$ cat src/dcmc_params.svh
`ifndef DCMC_PARAMS_SVH
`define DCMC_PARAMS_SVH
// Register byte offsets
`define DCMC_OFF_CTL 12'h130
`define DCMC_OFF_STAT 12'h134
`define DCMC_OFF_CLR 12'h138
`define DCMC_OFF_IEN 12'h13c
`define DCMC_OFF_VAL 12'h140
`define DCMC_OFF_ADR 12'h144
// Control field positions
`define DCMC_B_ON 0
`define DCMC_B_DIRE 2
`define DCMC_B_DIR 3
`define DCMC_B_PC 5
`define DCMC_B_NDAT 6
`define DCMC_CTL_RST 8'h00
`define DCMC_CTL_MASK 8'h6d
// Status bits
`define DCMC_S_MATCH 0
`define DCMC_S_BLOCK 1
`define DCMC_RESP_OK 2'b00
`define DCMC_RESP_ERR 2'b10
`endif

$ cat src/dcmc_pkg.sv
package dcmc_pkg;
  // Monitored bus cycle
  typedef struct packed {
    logic valid;
    logic pc_cycle;
    logic rd_nwr;
    logic [23:0] addr;
    logic [31:0] data;
  } dcmc_bus_t;
  typedef enum logic [1:0] {DCMC_W_IDLE, DCMC_W_RESP} dcmc_wst_t;
  typedef enum logic [1:0] {DCMC_R_IDLE, DCMC_R_RESP} dcmc_rst_t;
  typedef struct packed {
    dcmc_wst_t wst;
    logic aw_got;
    logic w_got;
    logic [11:0] waddr;
    logic [31:0] wdata;
    logic [3:0] wstrb;
    logic [1:0] bresp;
    dcmc_rst_t rst;
    logic [31:0] rdata;
    logic [1:0] rresp;
    logic [7:0] ctl;
    logic [31:0] cval;
    logic [23:0] cadr;
    logic [1:0] stat;
    logic [1:0] ien;
    logic hit;
    logic irq;
  } dcmc_state_t;
endpackage : dcmc_pkg

$ cat src/dcmc_top.sv
// Implementation choice: the AXI4-Lite interface to the registers.
`timescale 1ns/1ns
`include "dcmc_params.svh"
module dcmc_top (
  input wire logic MCLK, // System clock
  input wire logic NRST, // Async reset, active low
  input wire dcmc_pkg::dcmc_bus_t BUS, // Monitored core cycle
  input wire logic ARMED, // Debug module armed
  input wire logic TRACE_ACTIVE, // Trace-active flag
  input wire logic [11:0] AWADDR, // Write address
  input wire logic AWVALID, // Write address valid
  output logic AWREADY, // Write address ready
  input wire logic [31:0] WDATA, // Write data
  input wire logic [3:0] WSTRB, // Write strobes
  input wire logic WVALID, // Write data valid
  output logic WREADY, // Write data ready
  output logic [1:0] BRESP, // Write response
  output logic BVALID, // Write response valid
  input wire logic BREADY, // Write response ready
  input wire logic [11:0] ARADDR, // Read address
  input wire logic ARVALID, // Read address valid
  output logic ARREADY, // Read address ready
  output logic [31:0] RDATA, // Read data
  output logic [1:0] RRESP, // Read response
  output logic RVALID, // Read data valid
  input wire logic RREADY, // Read data ready
  output logic MATCH, // Registered comparator match
  output logic IRQ // Level interrupt
);
  import dcmc_pkg::*;

  dcmc_state_t s_r;
  dcmc_state_t s_nxt;
  logic rst_n;
  logic [1:0] rst_sync_r;
  logic hit_c;
  logic addr_ok;
  logic data_ok;
  logic dir_ok;
  logic wr_fire;
  logic wr_blocked;

  assign rst_n = rst_sync_r[1];

  // Reads back one word per offset, zero elsewhere
  function automatic logic [31:0] rd_word(input dcmc_state_t s, input logic [11:0] a);
    logic [31:0] v;
    v = 32'h0000_0000;
    unique case (a)
      `DCMC_OFF_CTL: v = {24'h000000, s.ctl};
      `DCMC_OFF_STAT: v = {30'h0000_0000, s.stat};
      `DCMC_OFF_IEN: v = {30'h0000_0000, s.ien};
      `DCMC_OFF_VAL: v = s.cval;
      `DCMC_OFF_ADR: v = {8'h00, s.cadr};
      default: v = 32'h0000_0000;
    endcase
    return v;
  endfunction : rd_word

  // Known register offsets
  function automatic logic mapped(input logic [11:0] a);
    return (a == `DCMC_OFF_CTL) || (a == `DCMC_OFF_STAT) || (a == `DCMC_OFF_CLR) ||
           (a == `DCMC_OFF_IEN) || (a == `DCMC_OFF_VAL) || (a == `DCMC_OFF_ADR);
  endfunction : mapped

  // Byte-lane merge
  function automatic logic [31:0] merge(input logic [31:0] o, input logic [31:0] d,
                                        input logic [3:0] st);
    logic [31:0] r;
    r = o;
    for (int i = 0; i < 4; i++) begin
      if (st[i]) begin
        r[i*8 +: 8] = d[i*8 +: 8];
      end
    end
    return r;
  endfunction : merge

  // ------------------------------------------------------------
  // Comparator
  // ------------------------------------------------------------
  // Address, data and direction qualifiers
  always_comb begin
    addr_ok = (BUS.addr == s_r.cadr) && (BUS.pc_cycle == s_r.ctl[`DCMC_B_PC]);
    data_ok = s_r.ctl[`DCMC_B_NDAT] ? (BUS.data != s_r.cval) : (BUS.data == s_r.cval);
    dir_ok = !s_r.ctl[`DCMC_B_DIRE] || (BUS.rd_nwr == s_r.ctl[`DCMC_B_DIR]);
    // PC compare ignores data and direction
    if (s_r.ctl[`DCMC_B_PC]) begin
      hit_c = addr_ok;
    end else begin
      hit_c = addr_ok && data_ok && dir_ok;
    end
    hit_c = hit_c && BUS.valid && s_r.ctl[`DCMC_B_ON];
  end

  // ------------------------------------------------------------
  // Bus slave and state update
  // ------------------------------------------------------------
  assign wr_fire = (s_r.wst == DCMC_W_IDLE) && s_r.aw_got && s_r.w_got;
  assign wr_blocked = ARMED || TRACE_ACTIVE;

  // Next-state logic
  always_comb begin
    s_nxt = s_r;
    s_nxt.hit = hit_c;
    if (s_r.wst == DCMC_W_IDLE) begin
      if (AWVALID && !s_r.aw_got) begin
        s_nxt.aw_got = 1'b1;
        s_nxt.waddr = AWADDR;
      end
      if (WVALID && !s_r.w_got) begin
        s_nxt.w_got = 1'b1;
        s_nxt.wdata = WDATA;
        s_nxt.wstrb = WSTRB;
      end
    end
    // Events set status; set wins over clear
    if (wr_fire) begin
      s_nxt.wst = DCMC_W_RESP;
      s_nxt.aw_got = 1'b0;
      s_nxt.w_got = 1'b0;
      s_nxt.bresp = mapped(s_r.waddr) ? `DCMC_RESP_OK : `DCMC_RESP_ERR;
      unique case (s_r.waddr)
        `DCMC_OFF_CTL: begin
          if (!wr_blocked && s_r.wstrb[0]) begin
            s_nxt.ctl = s_r.wdata[7:0] & `DCMC_CTL_MASK;
          end else if (wr_blocked) begin
            s_nxt.stat[`DCMC_S_BLOCK] = 1'b1;
          end
        end
        `DCMC_OFF_CLR: if (s_r.wstrb[0]) s_nxt.stat = s_r.stat & ~s_r.wdata[1:0];
        `DCMC_OFF_IEN: if (s_r.wstrb[0]) s_nxt.ien = s_r.wdata[1:0];
        `DCMC_OFF_VAL: s_nxt.cval = merge(s_r.cval, s_r.wdata, s_r.wstrb);
        `DCMC_OFF_ADR: s_nxt.cadr = 24'(merge({8'h00, s_r.cadr}, s_r.wdata, s_r.wstrb));
        default: ;
      endcase
      if (s_r.waddr == `DCMC_OFF_CTL && wr_blocked) begin
        s_nxt.stat[`DCMC_S_BLOCK] = 1'b1;
      end
    end else if (s_r.wst == DCMC_W_RESP && BREADY) begin
      s_nxt.wst = DCMC_W_IDLE;
    end
    if (hit_c) begin
      s_nxt.stat[`DCMC_S_MATCH] = 1'b1;
    end
    s_nxt.irq = |(s_nxt.stat & s_nxt.ien);
    // Read channel
    if (s_r.rst == DCMC_R_IDLE) begin
      if (ARVALID) begin
        s_nxt.rst = DCMC_R_RESP;
        s_nxt.rdata = rd_word(s_r, ARADDR);
        s_nxt.rresp = mapped(ARADDR) ? `DCMC_RESP_OK : `DCMC_RESP_ERR;
      end
    end else if (RREADY) begin
      s_nxt.rst = DCMC_R_IDLE;
    end
  end

  // ------------------------------------------------------------
  // Reset synchroniser
  // ------------------------------------------------------------
  // Kept out of the state struct since it alone runs on the raw reset
  always_ff @(posedge MCLK or negedge NRST) begin
    if (!NRST) begin
      rst_sync_r <= 2'b00;
    end else begin
      rst_sync_r <= {rst_sync_r[0], 1'b1};
    end
  end

  // Remaining state on the synchronised reset
  always_ff @(posedge MCLK or negedge rst_n) begin
    if (!rst_n) begin
      s_r.wst <= DCMC_W_IDLE;
      s_r.aw_got <= 1'b0;
      s_r.w_got <= 1'b0;
      s_r.waddr <= 12'h000;
      s_r.wdata <= 32'h0000_0000;
      s_r.wstrb <= 4'h0;
      s_r.bresp <= `DCMC_RESP_OK;
      s_r.rst <= DCMC_R_IDLE;
      s_r.rdata <= 32'h0000_0000;
      s_r.rresp <= `DCMC_RESP_OK;
      s_r.ctl <= `DCMC_CTL_RST;
      s_r.cval <= 32'h0000_0000;
      s_r.cadr <= 24'h000000;
      s_r.stat <= 2'b00;
      s_r.ien <= 2'b00;
      s_r.hit <= 1'b0;
      s_r.irq <= 1'b0;
    end else begin
      s_r.wst <= s_nxt.wst;
      s_r.aw_got <= s_nxt.aw_got;
      s_r.w_got <= s_nxt.w_got;
      s_r.waddr <= s_nxt.waddr;
      s_r.wdata <= s_nxt.wdata;
      s_r.wstrb <= s_nxt.wstrb;
      s_r.bresp <= s_nxt.bresp;
      s_r.rst <= s_nxt.rst;
      s_r.rdata <= s_nxt.rdata;
      s_r.rresp <= s_nxt.rresp;
      s_r.ctl <= s_nxt.ctl;
      s_r.cval <= s_nxt.cval;
      s_r.cadr <= s_nxt.cadr;
      s_r.stat <= s_nxt.stat;
      s_r.ien <= s_nxt.ien;
      s_r.hit <= s_nxt.hit;
      s_r.irq <= s_nxt.irq;
    end
  end

  // Outputs straight from state flops
  assign AWREADY = (s_r.wst == DCMC_W_IDLE) && !s_r.aw_got && rst_n;
  assign WREADY = (s_r.wst == DCMC_W_IDLE) && !s_r.w_got && rst_n;
  assign BVALID = (s_r.wst == DCMC_W_RESP);
  assign BRESP = s_r.bresp;
  assign ARREADY = (s_r.rst == DCMC_R_IDLE) && rst_n;
  assign RVALID = (s_r.rst == DCMC_R_RESP);
  assign RDATA = s_r.rdata;
  assign RRESP = s_r.rresp;
  assign MATCH = s_r.hit;
  assign IRQ = s_r.irq;

  // ------------------------------------------------------------
  // Assertions
  // ------------------------------------------------------------
  // off never matches
  a_off_no_match: assert property (@(posedge MCLK) disable iff (!rst_n)
    !s_r.ctl[`DCMC_B_ON] |=> !MATCH) else $error("Match while comparator off");
  a_blocked_ctl_hold: assert property (@(posedge MCLK) disable iff (!rst_n)
    (wr_fire && wr_blocked) |=> $stable(s_r.ctl)) else $error("Control changed while blocked");
  a_blocked_flag: assert property (@(posedge MCLK) disable iff (!rst_n)
    (wr_fire && wr_blocked && s_r.waddr == `DCMC_OFF_CTL) |=> s_r.stat[`DCMC_S_BLOCK])
    else $error("Blocked control write not flagged");
  a_free_ctl_write: assert property (@(posedge MCLK) disable iff (!rst_n)
    (wr_fire && !wr_blocked && s_r.waddr == `DCMC_OFF_CTL && s_r.wstrb[0])
    |=> s_r.ctl == ($past(s_r.wdata[7:0]) & `DCMC_CTL_MASK)) else $error("Control write lost");
  a_pc_ignores_data: assert property (@(posedge MCLK) disable iff (!rst_n)
    (s_r.ctl[`DCMC_B_ON] && s_r.ctl[`DCMC_B_PC] && BUS.valid && addr_ok) |=> MATCH)
    else $error("PC match missed");
  a_addr_miss: assert property (@(posedge MCLK) disable iff (!rst_n)
    !addr_ok |=> !MATCH) else $error("Match without address hit");
  a_pc_cycle_kind: assert property (@(posedge MCLK) disable iff (!rst_n)
    (s_r.ctl[`DCMC_B_PC] && !BUS.pc_cycle) |=> !MATCH)
    else $error("PC compare matched a data cycle");
  a_pc_data_free: assert property (@(posedge MCLK) disable iff (!rst_n)
    (s_r.ctl[`DCMC_B_ON] && s_r.ctl[`DCMC_B_PC] && !s_r.ctl[`DCMC_B_NDAT] && BUS.valid &&
     addr_ok && BUS.data != s_r.cval) |=> MATCH) else $error("PC match depends on data");
  a_pc_dir_free: assert property (@(posedge MCLK) disable iff (!rst_n)
    (s_r.ctl[`DCMC_B_ON] && s_r.ctl[`DCMC_B_PC] && s_r.ctl[`DCMC_B_DIRE] && BUS.valid &&
     addr_ok && BUS.rd_nwr != s_r.ctl[`DCMC_B_DIR]) |=> MATCH)
    else $error("PC match depends on direction");
  a_dir_unused: assert property (@(posedge MCLK) disable iff (!rst_n)
    (s_r.ctl[`DCMC_B_ON] && !s_r.ctl[`DCMC_B_PC] && !s_r.ctl[`DCMC_B_DIRE] && BUS.valid &&
     addr_ok && data_ok) |=> MATCH) else $error("Direction used while disabled");
  a_write_match: assert property (@(posedge MCLK) disable iff (!rst_n)
    (s_r.ctl[`DCMC_B_ON] && !s_r.ctl[`DCMC_B_PC] && s_r.ctl[`DCMC_B_DIRE] &&
     !s_r.ctl[`DCMC_B_DIR] && !BUS.rd_nwr && BUS.valid && addr_ok && data_ok) |=> MATCH)
    else $error("Write match missed");
  a_read_sel_write: assert property (@(posedge MCLK) disable iff (!rst_n)
    (!s_r.ctl[`DCMC_B_PC] && s_r.ctl[`DCMC_B_DIRE] && s_r.ctl[`DCMC_B_DIR] && !BUS.rd_nwr)
    |=> !MATCH) else $error("Write matched with read selected");
  a_write_dir: assert property (@(posedge MCLK) disable iff (!rst_n)
    (!s_r.ctl[`DCMC_B_PC] && s_r.ctl[`DCMC_B_DIRE] && !s_r.ctl[`DCMC_B_DIR] && BUS.rd_nwr)
    |=> !MATCH) else $error("Read matched with write selected");
  a_read_dir: assert property (@(posedge MCLK) disable iff (!rst_n)
    (s_r.ctl[`DCMC_B_ON] && !s_r.ctl[`DCMC_B_PC] && s_r.ctl[`DCMC_B_DIRE] &&
     s_r.ctl[`DCMC_B_DIR] && BUS.rd_nwr && BUS.valid && addr_ok && data_ok) |=> MATCH)
    else $error("Read match missed");
  a_data_sense: assert property (@(posedge MCLK) disable iff (!rst_n)
    (!s_r.ctl[`DCMC_B_PC] && s_r.ctl[`DCMC_B_NDAT] && BUS.data == s_r.cval) |=> !MATCH)
    else $error("Equal data matched in mismatch mode");
  a_data_equal: assert property (@(posedge MCLK) disable iff (!rst_n)
    (!s_r.ctl[`DCMC_B_PC] && !s_r.ctl[`DCMC_B_NDAT] && BUS.data != s_r.cval) |=> !MATCH)
    else $error("Unequal data matched in equality mode");
  // Interrupt follows enabled status
  a_irq_level: assert property (@(posedge MCLK) disable iff (!rst_n)
    MATCH && s_r.ien[`DCMC_S_MATCH] |-> ##[0:1] IRQ) else $error("Interrupt not raised");
endmodule : dcmc_top

$ cat config.mk
export PLATFORM = sky130hd
export DESIGN_NAME = dcmc_top
export DESIGN_NICKNAME = d
export VERILOG_FILES = /design/src/dcmc_pkg.sv /design/src/dcmc_top.sv
export VERILOG_INCLUDE_DIRS = /design/src
export SDC_FILE = /design/constraint.sdc
export NUM_CORES = 1
export LEC_CHECK = 0
export BUFFER_PORTS_ARGS = -buffer_cell sky130_fd_sc_hd__buf_2
export CORE_ASPECT_RATIO = 1.25
export CORE_MARGIN = 2
export CORE_UTILIZATION = 55
export CTS_BUF_LIST = sky130_fd_sc_hd__clkbuf_2
export DETAILED_ROUTE_END_ITERATION = 6
export PLACE_DENSITY = 0.79
export SLEW_MARGIN = 40
export SYNTH_ARGS = -nofsm -noshare
export SYNTH_HDL_FRONTEND = slang
export SYNTH_SLANG_ARGS = --single-unit
$ cat constraint.sdc
create_clock -name MCLK -period 5.4 [get_ports MCLK]
set_clock_uncertainty 0.05 [all_clocks]
set_input_delay 0.27 -clock MCLK [delete_from_list [all_inputs] [get_ports MCLK]]
set_output_delay 0.27 -clock MCLK [all_outputs]
set_load 0.1 [all_outputs]
==> metrics, run 1 <==
vias in the first global route 5,636; CP startpoint kind flop; Post-synth EDFFs 0; Reg2Reg Setup Slack ~2.6 ns; wire per inst 19.8 um; sequential-to-total area share from yosys stat 53.2%; Sum Neg Setup Slack 0 ns; Synth Cell Area between 7000 and 8000 um2; postcts setup bufs 0; Final HPWL DP 13.8 mm; Initial DRC Count 375; synthesized area per cell 12.2 um2; total track usage 28.0%; Synth top area share 53.2%; CP Data Required Time 6.02 ns; ranking of synthesized cells by area dfrtp_1, mux2_2, xor2_1, buf_4, nand2_1; clock-pin slew on the worst setup and hold paths roughly 0.21 ns; pin count of the biggest net entering global routing 73; Pwr Total 2.90 mW; fmax 0.353 GHz; WHS Endpoint s_r[157]; later-pin clock latency in the skew report 0.74 ns; Worst Path Max Fanout 3; Core ar. 13,100 um2; outcome finished clean; synthesis-stage register bit count 155; endpoint class of the critical path flop; Die X 107 um; clk buf depth 2; Reg-to-Reg Start s_r[27]; origin of the worst min-delay path AWVALID; vias about 5,500; Max VDD drop 0.432 mV; buffers added on ports 168; worst-margin pin slew 0.782 ns; final setup fails 0; chip height 133 um; max-cap viol count 0; Async S/R FF share, synth 100%; Synth Instances 596; Num CTS Buffers 17; GPL Wtd Cong 0.901; Via density 5.60; FF-to-FF End MATCH; Slew Limit Headroom between 40% and 50%; biggest area consumer among synthesized cells dfrtp_1; clock sink count 155; WHS Path Cells 4; CTS tree done; H-tree Lvls 4; Die Area 14,200 um2; I/O pins 171; first-pass GRT wire length about 30 mm; Final min period about 2.8 ns; area delta synth->final 22.4%; Overflow after GRT 0; Critical Path AT approximately 3.5 ns; synth unique cells a little over 50; Initial Util 55.6%; warnings from Yosys 0; R2R depth 7; pwr/cell area ~320 nW/um2; min-delay worst type input port to flop; final hold violations 0; ys flop type dfrtp_1; DRT Pass-1 Iters 5; CP Class flop to flop; # DRC 0; drt total wl 19.3 mm; Net count, final between 900 and 1,000; Final Max Slew Viols 0; period utilisation layout 52.5%; RSZ-0062 raised after global routing false; root buffer cell clkbuf_2; Site Rows between 40 and 50; Static Leak around 4.6 nW; initial antenna violation count 1; Final ANT Viol Nets 0; ratio of cells with drive above 1 in the final layout about two fifths
sequential cells by signal, summed over array words and instances, names as in the netlist:
register,flops
s_r,117
rst_sync_r,2
BRESP,1
RDATA,32
RRESP,1
IRQ,1
MATCH,1
power by group:
group          internal (mW)  total (mW)  switching, mW
logic                  0.308       0.651          0.342
registers               1.37        1.56          0.192
clock network          0.300       0.690          0.390
total                   1.97        2.90          0.925
worst max-delay path, stage by stage, from the launching register on:
cell	delay [ns]
dfrtp_1	0.45
xor2_1	0.19
or4_1	0.54
nor3_1	0.17
dlygate4sd3_1	0.57
nand4_1	0.09
dlygate4sd3_1	0.57
nor2_1	0.13
per-stage QoR:
stage / cells / util [%] / instance area, um2 / hold WS (ns) / setup slack [ns]
final: 975 / 68.1 / 8930 / 0.0784 / 2.56
after detailed placement: 882 / 61.4 / 8060 / 0.0102 / 2.74
after floorplan: 597 / - / 7300 / -0.0756 / 1.41
after global placement: 882 / 61.4 / 8050 / 0.00464 / 2.82
after global routing: 975 / 68.1 / 8930 / 0.0141 / 2.44
after CTS: 974 / 68.1 / 8930 / 0.00353 / 2.58
how the worst max path moves through the flow:
stage,endpoint,cells after the start,startpoint
after floorplan,AWREADY,2,rst_sync_r[1]
after global placement,IRQ,6,s_r[51]
after detailed placement,IRQ,6,s_r[57]
after CTS,MATCH,7,s_r[27]
after global routing,MATCH,7,s_r[27]
final,MATCH,7,s_r[27]
metal layers:
metal	routed length, um	GRT usage, %	share of wire [%]	vias up
li1	-	-	-	2493
met1	7600	34.0	39	2729
met2	10200	49.1	53	196
met3	968	6.01	5.0	42
met4	512	10.0	2.7	0
met5	0	0	0	-
timing repair:
item | CTS | global route
gates resized for setup | 0 | 0
hold buffers | 62 | 0
endpoints found under the hold margin | 71 | 0
endpoints found under the setup margin | 0 | 0
synth_stat cells, types with 2 or more instances:
cell,instances
o21a_1,2
xor2_1,56
nor4b_1,3
a222oi_1,3
buf_4,37
a22oi_1,6
a221o_1,16
nor3b_1,2
buf_1,2
nand3b_1,2
o21ai_0,16
mux2_2,102
mux2_1,7
o21bai_1,2
nor3_1,3
and4_1,2
clkbuf_1,13
xnor2_1,2
conb_1,2
nor2b_1,2
nor4_1,22
nand2_2,3
nor3_2,3
nand4b_1,3
buf_2,8
inv_1,7
dfrtp_1,155
and3_1,16
nand3_1,10
and2_1,5
nand2_1,43
nor2_1,17
nand4_1,6
placed cells by master, fill, tap and decap left out, types with 2 or more instances in the layout:
master,synthesis,layout
nor4_1,22,21
o21ai_0,16,16
buf_2,8,168
xor2_1,56,56
xnor2_1,2,2
nand2_2,3,3
buf_6,0,2
dlygate4sd3_1,0,62
clkinv_1,0,2
nand4_1,6,6
nor3_1,3,3
nor3_2,3,3
nor2_1,17,17
a222oi_1,3,3
a22oi_1,6,6
nor4b_1,3,3
conb_1,2,3
buf_4,37,5
nand2_1,43,43
and2_1,5,5
nor2b_1,2,2
clkbuf_2,1,20
clkinv_2,0,3
mux2_1,7,7
and4_1,2,2
inv_1,7,7
nand3_1,10,10
o21a_1,2,2
o21bai_1,2,2
dfrtp_1,155,154
nand3b_1,2,2
and3_1,16,16
nand4b_1,3,3
a221o_1,16,16
bufinv_16,0,4
mux2_2,102,102
cells by family after synthesis:
logic type	Yosys count	synth area share (%)
multiplexers	110	17.0
flip-flops	155	53.2
other	2	0.103
XOR/XNOR	58	6.96
buffers and inverters	68	5.56
AO/OA/AOI/OAI	56	6.16
AND/OR/NAND/NOR	147	11.1
area by class of cell:
class	instances	area, um2
multi-input combinational	374	3040
sequential	155	3880
fill	959	4180
inverter	7	26.3
clock inverter	10	150
timing repair buffer	237	1520
clock buffer	20	100
tap	171	214
antenna	1	2.50
Power figures use the tool's default switching activity.
==> inputs of run 2 (changes only) <==
Settings changed: CORE_UTILIZATION 55 to 50, PLACE_DENSITY 0.79 to 0.76.
Clock period 5.4 ns to 2.4 ns, I/O delays scaled along.
==> run 2 against run 1 <==
Total power increased to 2.6 times the previous value. Count of clock-buffer cells in the layout decreased by 3. Fmax increased by 22%. Clock power increased by 140%. Critical endpoint is now RRESP[1]. Via count increased by 7.9%. Die area increased by 9.7%. Design area increased by 12%. Hold slack got worse by 0.027 ns.
==> metrics, run 2 (synthesis results as in run 1) <==
outcome finished clean; area delta synth->final 36.6%; Largest register FFs 117; GPL Wtd Cong about 0.88; FF-to-FF End RRESP[1]; final worst slack about 0.07 ns; clock-pin slew on the worst setup and hold paths about 0.23 ns; Placed Area around 8300 um2; Place WS -0.0270 ns; Fillers 1,077; origin of the worst min-delay path BUS[23]; vias in the first global route slightly above 6,000; CP Data Required Time around 3.0 ns; clock sink count roughly 160; met3 Use GR approximately 6.2%; Site Rows 49; pin count of the biggest net entering global routing 90; Via density approximately 5.5; Critical Path AT 2.94 ns; worst-margin pin slew 0.702 ns; met2 Use GR 45.7%; I/O pins 171; vias 5,890; fmax between 0.4 and 0.5 GHz; Num CTS Buffers 17; met1 Track Usage GR 33.0%; CP startpoint kind flop; Core ar. 14,300 um2; # DRC 0; global route hottest layer met2; Static Leak ~5.0 nW; Final Max Slew Viols 0; CP Class flop to flop; DRT Pass-1 Iters 4; Final HPWL DP 14.1 mm; min-delay worst type input port to flop; clk buf depth 2; CTS tree done; Max VDD drop 0.757 mV; max-cap viol count 0; R2R depth 6; endpoint class of the critical path flop; final hold violations 0; post-layout util 69.5%; chip height 139 um; Worst Path Max Fanout 4; Biggest register s_r; final setup fails 0; Design Area, Final 9970 um2; total track usage 27.1%; pwr/cell area about 760 nW/um2; WHS Path Cells 7; root buffer cell clkbuf_2; wire per inst 19.8 um; initial antenna violation count 1; Final min period between 2 and 2.5 ns; Initial DRC Count 376; Reg-to-Reg Start s_r[104]; Overflow after GRT 0; leading cell types in the layout, fill and taps excluded buf_2, dfrtp_1, dlygate4sd3_1, mux2_2, xor2_1; drt total wl 21.3 mm; H-tree Lvls 4; Slew Limit Headroom between 50% and 60%; first-pass GRT wire length 32.4 mm; Die Area 15,600 um2; commonest non-fill, non-tap cell in the layout buf_2; WHS Endpoint s_r[4]; ratio of cells with drive above 1 in the final layout 39.6%; Final ANT Viol Nets 0; Net count, final 1,009; Initial Util roughly half; later-pin clock latency in the skew report 0.77 ns; period utilisation layout 97.1%; Die X between 100 and 150 um; Pwr Total about 7.5 mW; buffers added on ports 168; Reg2Reg Setup Slack 0.07 ns
[run 2: per-layer routing]
| metal | up-vias | part of all wire, % | wire [um] |
|---|---|---|---|
| met5 | - | 0 | 0 |
| met4 | 0 | 3.7 | 776 |
| met3 | 51 | 5.6 | 1190 |
| met2 | 231 | 51 | 10900 |
| met1 | 2942 | 39 | 8350 |
| li1 | 2666 | - | - |
[run 2: layout make-up]
cell class / instances / area (um2) / share of cell area, %
inverters: 7 / 26.3 / 0.264
multi-input cells: 374 / 3120 / 31.3
diodes: 1 / 2.50 / 0.0251
repair buffers: 326 / 2430 / 24.4
clock buffers: 17 / 85.1 / 0.854
well taps: 178 / 223 / 2.23
clock inverters: 15 / 200 / 2.01
flip-flops and latches: 155 / 3880 / 39.0
[run 2: how the worst max path moves through the flow]
stage | from | endpoint | slack (ns)
6_report | s_r[104] | RRESP[1] | 0.07
5_1_grt | s_r[158] | WREADY | -0.02
4_1_cts | s_r[51] | IRQ | 0.002
3_5_place_dp | s_r[38] | IRQ | -0.03
3_3_place_gp | s_r[37] | IRQ | -0.03
2_1_floorplan | rst_sync_r[1] | ARREADY | -0.26
[run 2: repair_timing]
action | 4_1_cts | 5_1_grt
pin swaps | 0 | 4
gates resized for setup | 3 | 13
hold buffers | 131 | 0
gates cloned | 0 | 1
hold endpoints to repair | 80 | 0
endpoints found under the setup margin | 9 | 36
setup buffers | 0 | 3
[run 2: report_power, final]
group	total [mW]	switching [mW]	leakage [nW]	internal, mW
combinational	2.34	0.969	2.82	1.37
clock	1.66	0.982	0.144	0.678
sequential	3.55	0.471	2.03	3.07
[run 2: worst max-delay path, cell delays in order, from the launching register on]
cell,delay (ns)
dfrtp_1,0.48
inv_1,0.12
nand2_1,0.13
a211oi_2,0.24
dlygate4sd3_1,0.62
nor2_1,0.05
dlygate4sd3_1,0.55
[run 2: stage by stage]
step | instances | hold WS [ns] | setup TNS (ns)
finish | 1073 | 0.0519 | 0
CTS | 1068 | 0.00194 | 0
global route | 1073 | 0.0232 | -0.0354
detailed placement | 905 | -0.140 | -0.176
floorplan | 597 | -0.226 | -0.613
global placement | 905 | -0.144 | -0.0332
==> inputs of run 3 (changes only) <==
Settings changed: RECOVER_POWER from default to 100.
==> run 3 against run 2 <==
Worst setup slack worse by 0.0064 ns. Clock power hardly changed. Critical endpoint unchanged. Die area did not move. Global-route usage did not move. Non-clock buffer count unchanged. Total power is 0.15% lower. Critical path type unchanged. Via count fell by 0.32%.
==> metrics, run 3 (synthesis results as in run 1) <==
outcome finished clean; first-pass GRT wire length 32.4 mm; post-layout util between 60% and 70%; CP Data Required Time 3.01 ns; total track usage between 20% and 30%; drt total wl 21.3 mm; Die X 112 um; sequential fraction of design power a little under half; Place WS -0.0270 ns; WHS Path Cells 7; CP Class flop to flop; Final HPWL DP roughly 14 mm; Initial DRC Count 392; CP dominant cell by count dlygate4sd3_1; Design Area, Final 9950 um2; origin of the worst min-delay path BUS[6]; endpoint class of the critical path flop; Initial Util 50.9%; clock share of power 22.0%; slowest library cell on the worst path dlygate4sd3_1; worst path buffer plus inverter count 3; CTS tree done; pin count of the biggest net entering global routing 90; I/O pins between 150 and 200; Biggest register s_r; Comb power frac 31.0%; chip height between 100 and 150 um; worst-margin pin slew 1.38 ns; clk buf depth 2; clock sink count 155; later-pin clock latency in the skew report approximately 0.77 ns; Site Rows 49; min-delay worst type input port to flop; DRT Pass-1 Iters 6; initial antenna violation count 1; Max VDD drop 0.755 mV; WHS Endpoint s_r[4]; Worst Path Max Fanout 4; CP top delay family buffers and inverters; Via density 5.47; root buffer cell clkbuf_2; Sum Neg Setup Slack 0 ns; buffers added on ports roughly 170; final hold violations 0; R2R depth 6; Final Max Slew Viols 0; GPL Wtd Cong 0.883; Largest register FFs between 100 and 150; Post-Layout Cell Count between 1,000 and 1,500; wire per inst 19.8 um; Overflow after GRT 0; leading cell types in the layout, fill and taps excluded dfrtp_1, dlygate4sd3_1, buf_2, mux2_2; Placed Cells 905; Pwr Total 7.54 mW; vias 5,871; Core ar. ~14,000 um2; clock-pin slew on the worst setup and hold paths about 0.23 ns; vias in the first global route 6,237; final setup fails 0; Slew Limit Headroom 8.33%; Die Area about 16,000 um2; Placed Area 8260 um2; final worst slack between 0.06 and 0.07 ns; Num CTS Buffers 17; ratio of cells with drive above 1 in the final layout 39.4%; # DRC 0; Hold WS between 0.05 and 0.06 ns; Net Sw Frac 32.1%; commonest non-fill, non-tap cell in the layout dfrtp_1; Critical Path AT 2.95 ns; Static Leak between 4 and 5 nW; fmax 0.428 GHz; Final min period roughly 2.3 ns; CP startpoint kind flop; area delta synth->final 36.3%; Final ANT Viol Nets 0; Net count, final 1,009; Worst path max stage delay ~0.63 ns; FF-to-FF End RRESP[1]; H-tree Lvls 4; pwr/cell area 758 nW/um2; max-cap viol count 0; Reg-to-Reg Start s_r[104]; period utilisation layout 97.3%; Int Power approximately 5.1 mW; sw power 2.42 mW; Reg2Reg Setup Slack 0.06 ns; CP Cell Sequence inv_1 -> nand2_1 -> a211oi_2 -> dlygate4sd3_1 -> nor2_1 -> dlygate4sd3_1
[run 3: cell count changes in the layout (fill, tap and decap cells not counted)]
cell	delta
and2_0	+1
buf_2	-38
buf_4	-4
o21ai_1	-1
clkbuf_1	+2
clkbuf_2	+39
and2_1	-1
clkbuf_4	+2
buf_12	-1
o21ai_0	+1
[run 3: power groups by stage]
stage	registers, mW	clock network [mW]	logic [mW]
6_report	3.55	1.66	2.33
5_1_grt	3.61	1.79	2.48
4_1_cts	3.52	1.68	2.22
3_5_place_dp	3.57	0	1.46
3_3_place_gp	3.54	0	1.41
2_1_floorplan	3.46	0	1.03
[run 3: what timing repair did]
action,CTS,global route
gates resized for setup,3,13
hold endpoints to repair,80,0
pin swaps,0,4
setup endpoints to repair,9,36
gates cloned,0,1
hold buffers,131,0
setup buffers,0,3
[run 3: layout make-up]
class                           instances  area, um2
Clock inverter                         15        200
Tap cell                              178        223
Clock buffer                           17       85.1
Fill cell                            1084       4400
Multi-Input combinational cell        374       3120
Inverter                                7       26.3
Timing Repair Buffer                  326       2410
Sequential cell                       155       3880
Antenna cell                            1       2.50
[run 3: routing by layer]
metal | wire [um] | track usage (%)
met3 | 1320 | 6.16
met4 | 787 | 13.0
met2 | 11000 | 45.7
met5 | 0 | 0
met1 | 8170 | 33.0
[run 3: worst register-to-register path, cell delays in order (launching register included)]
cell and delay [ns]:
dfrtp_1 0.48, inv_1 0.12, nand2_1 0.14, a211oi_2 0.25, dlygate4sd3_1 0.63, nor2_1 0.06, dlygate4sd3_1 0.55
[run 3: worst max path at each step]
stage | to | cells after the start | slack [ns] | startpoint
3_3_place_gp | IRQ | 6 | -0.03 | s_r[37]
2_1_floorplan | ARREADY | 1 | -0.26 | rst_sync_r[1]
4_1_cts | IRQ | 6 | 0.002 | s_r[51]
3_5_place_dp | IRQ | 7 | -0.03 | s_r[38]
6_report | RRESP[1] | 6 | 0.06 | s_r[104]
5_1_grt | WREADY | 4 | -0.02 | s_r[158]
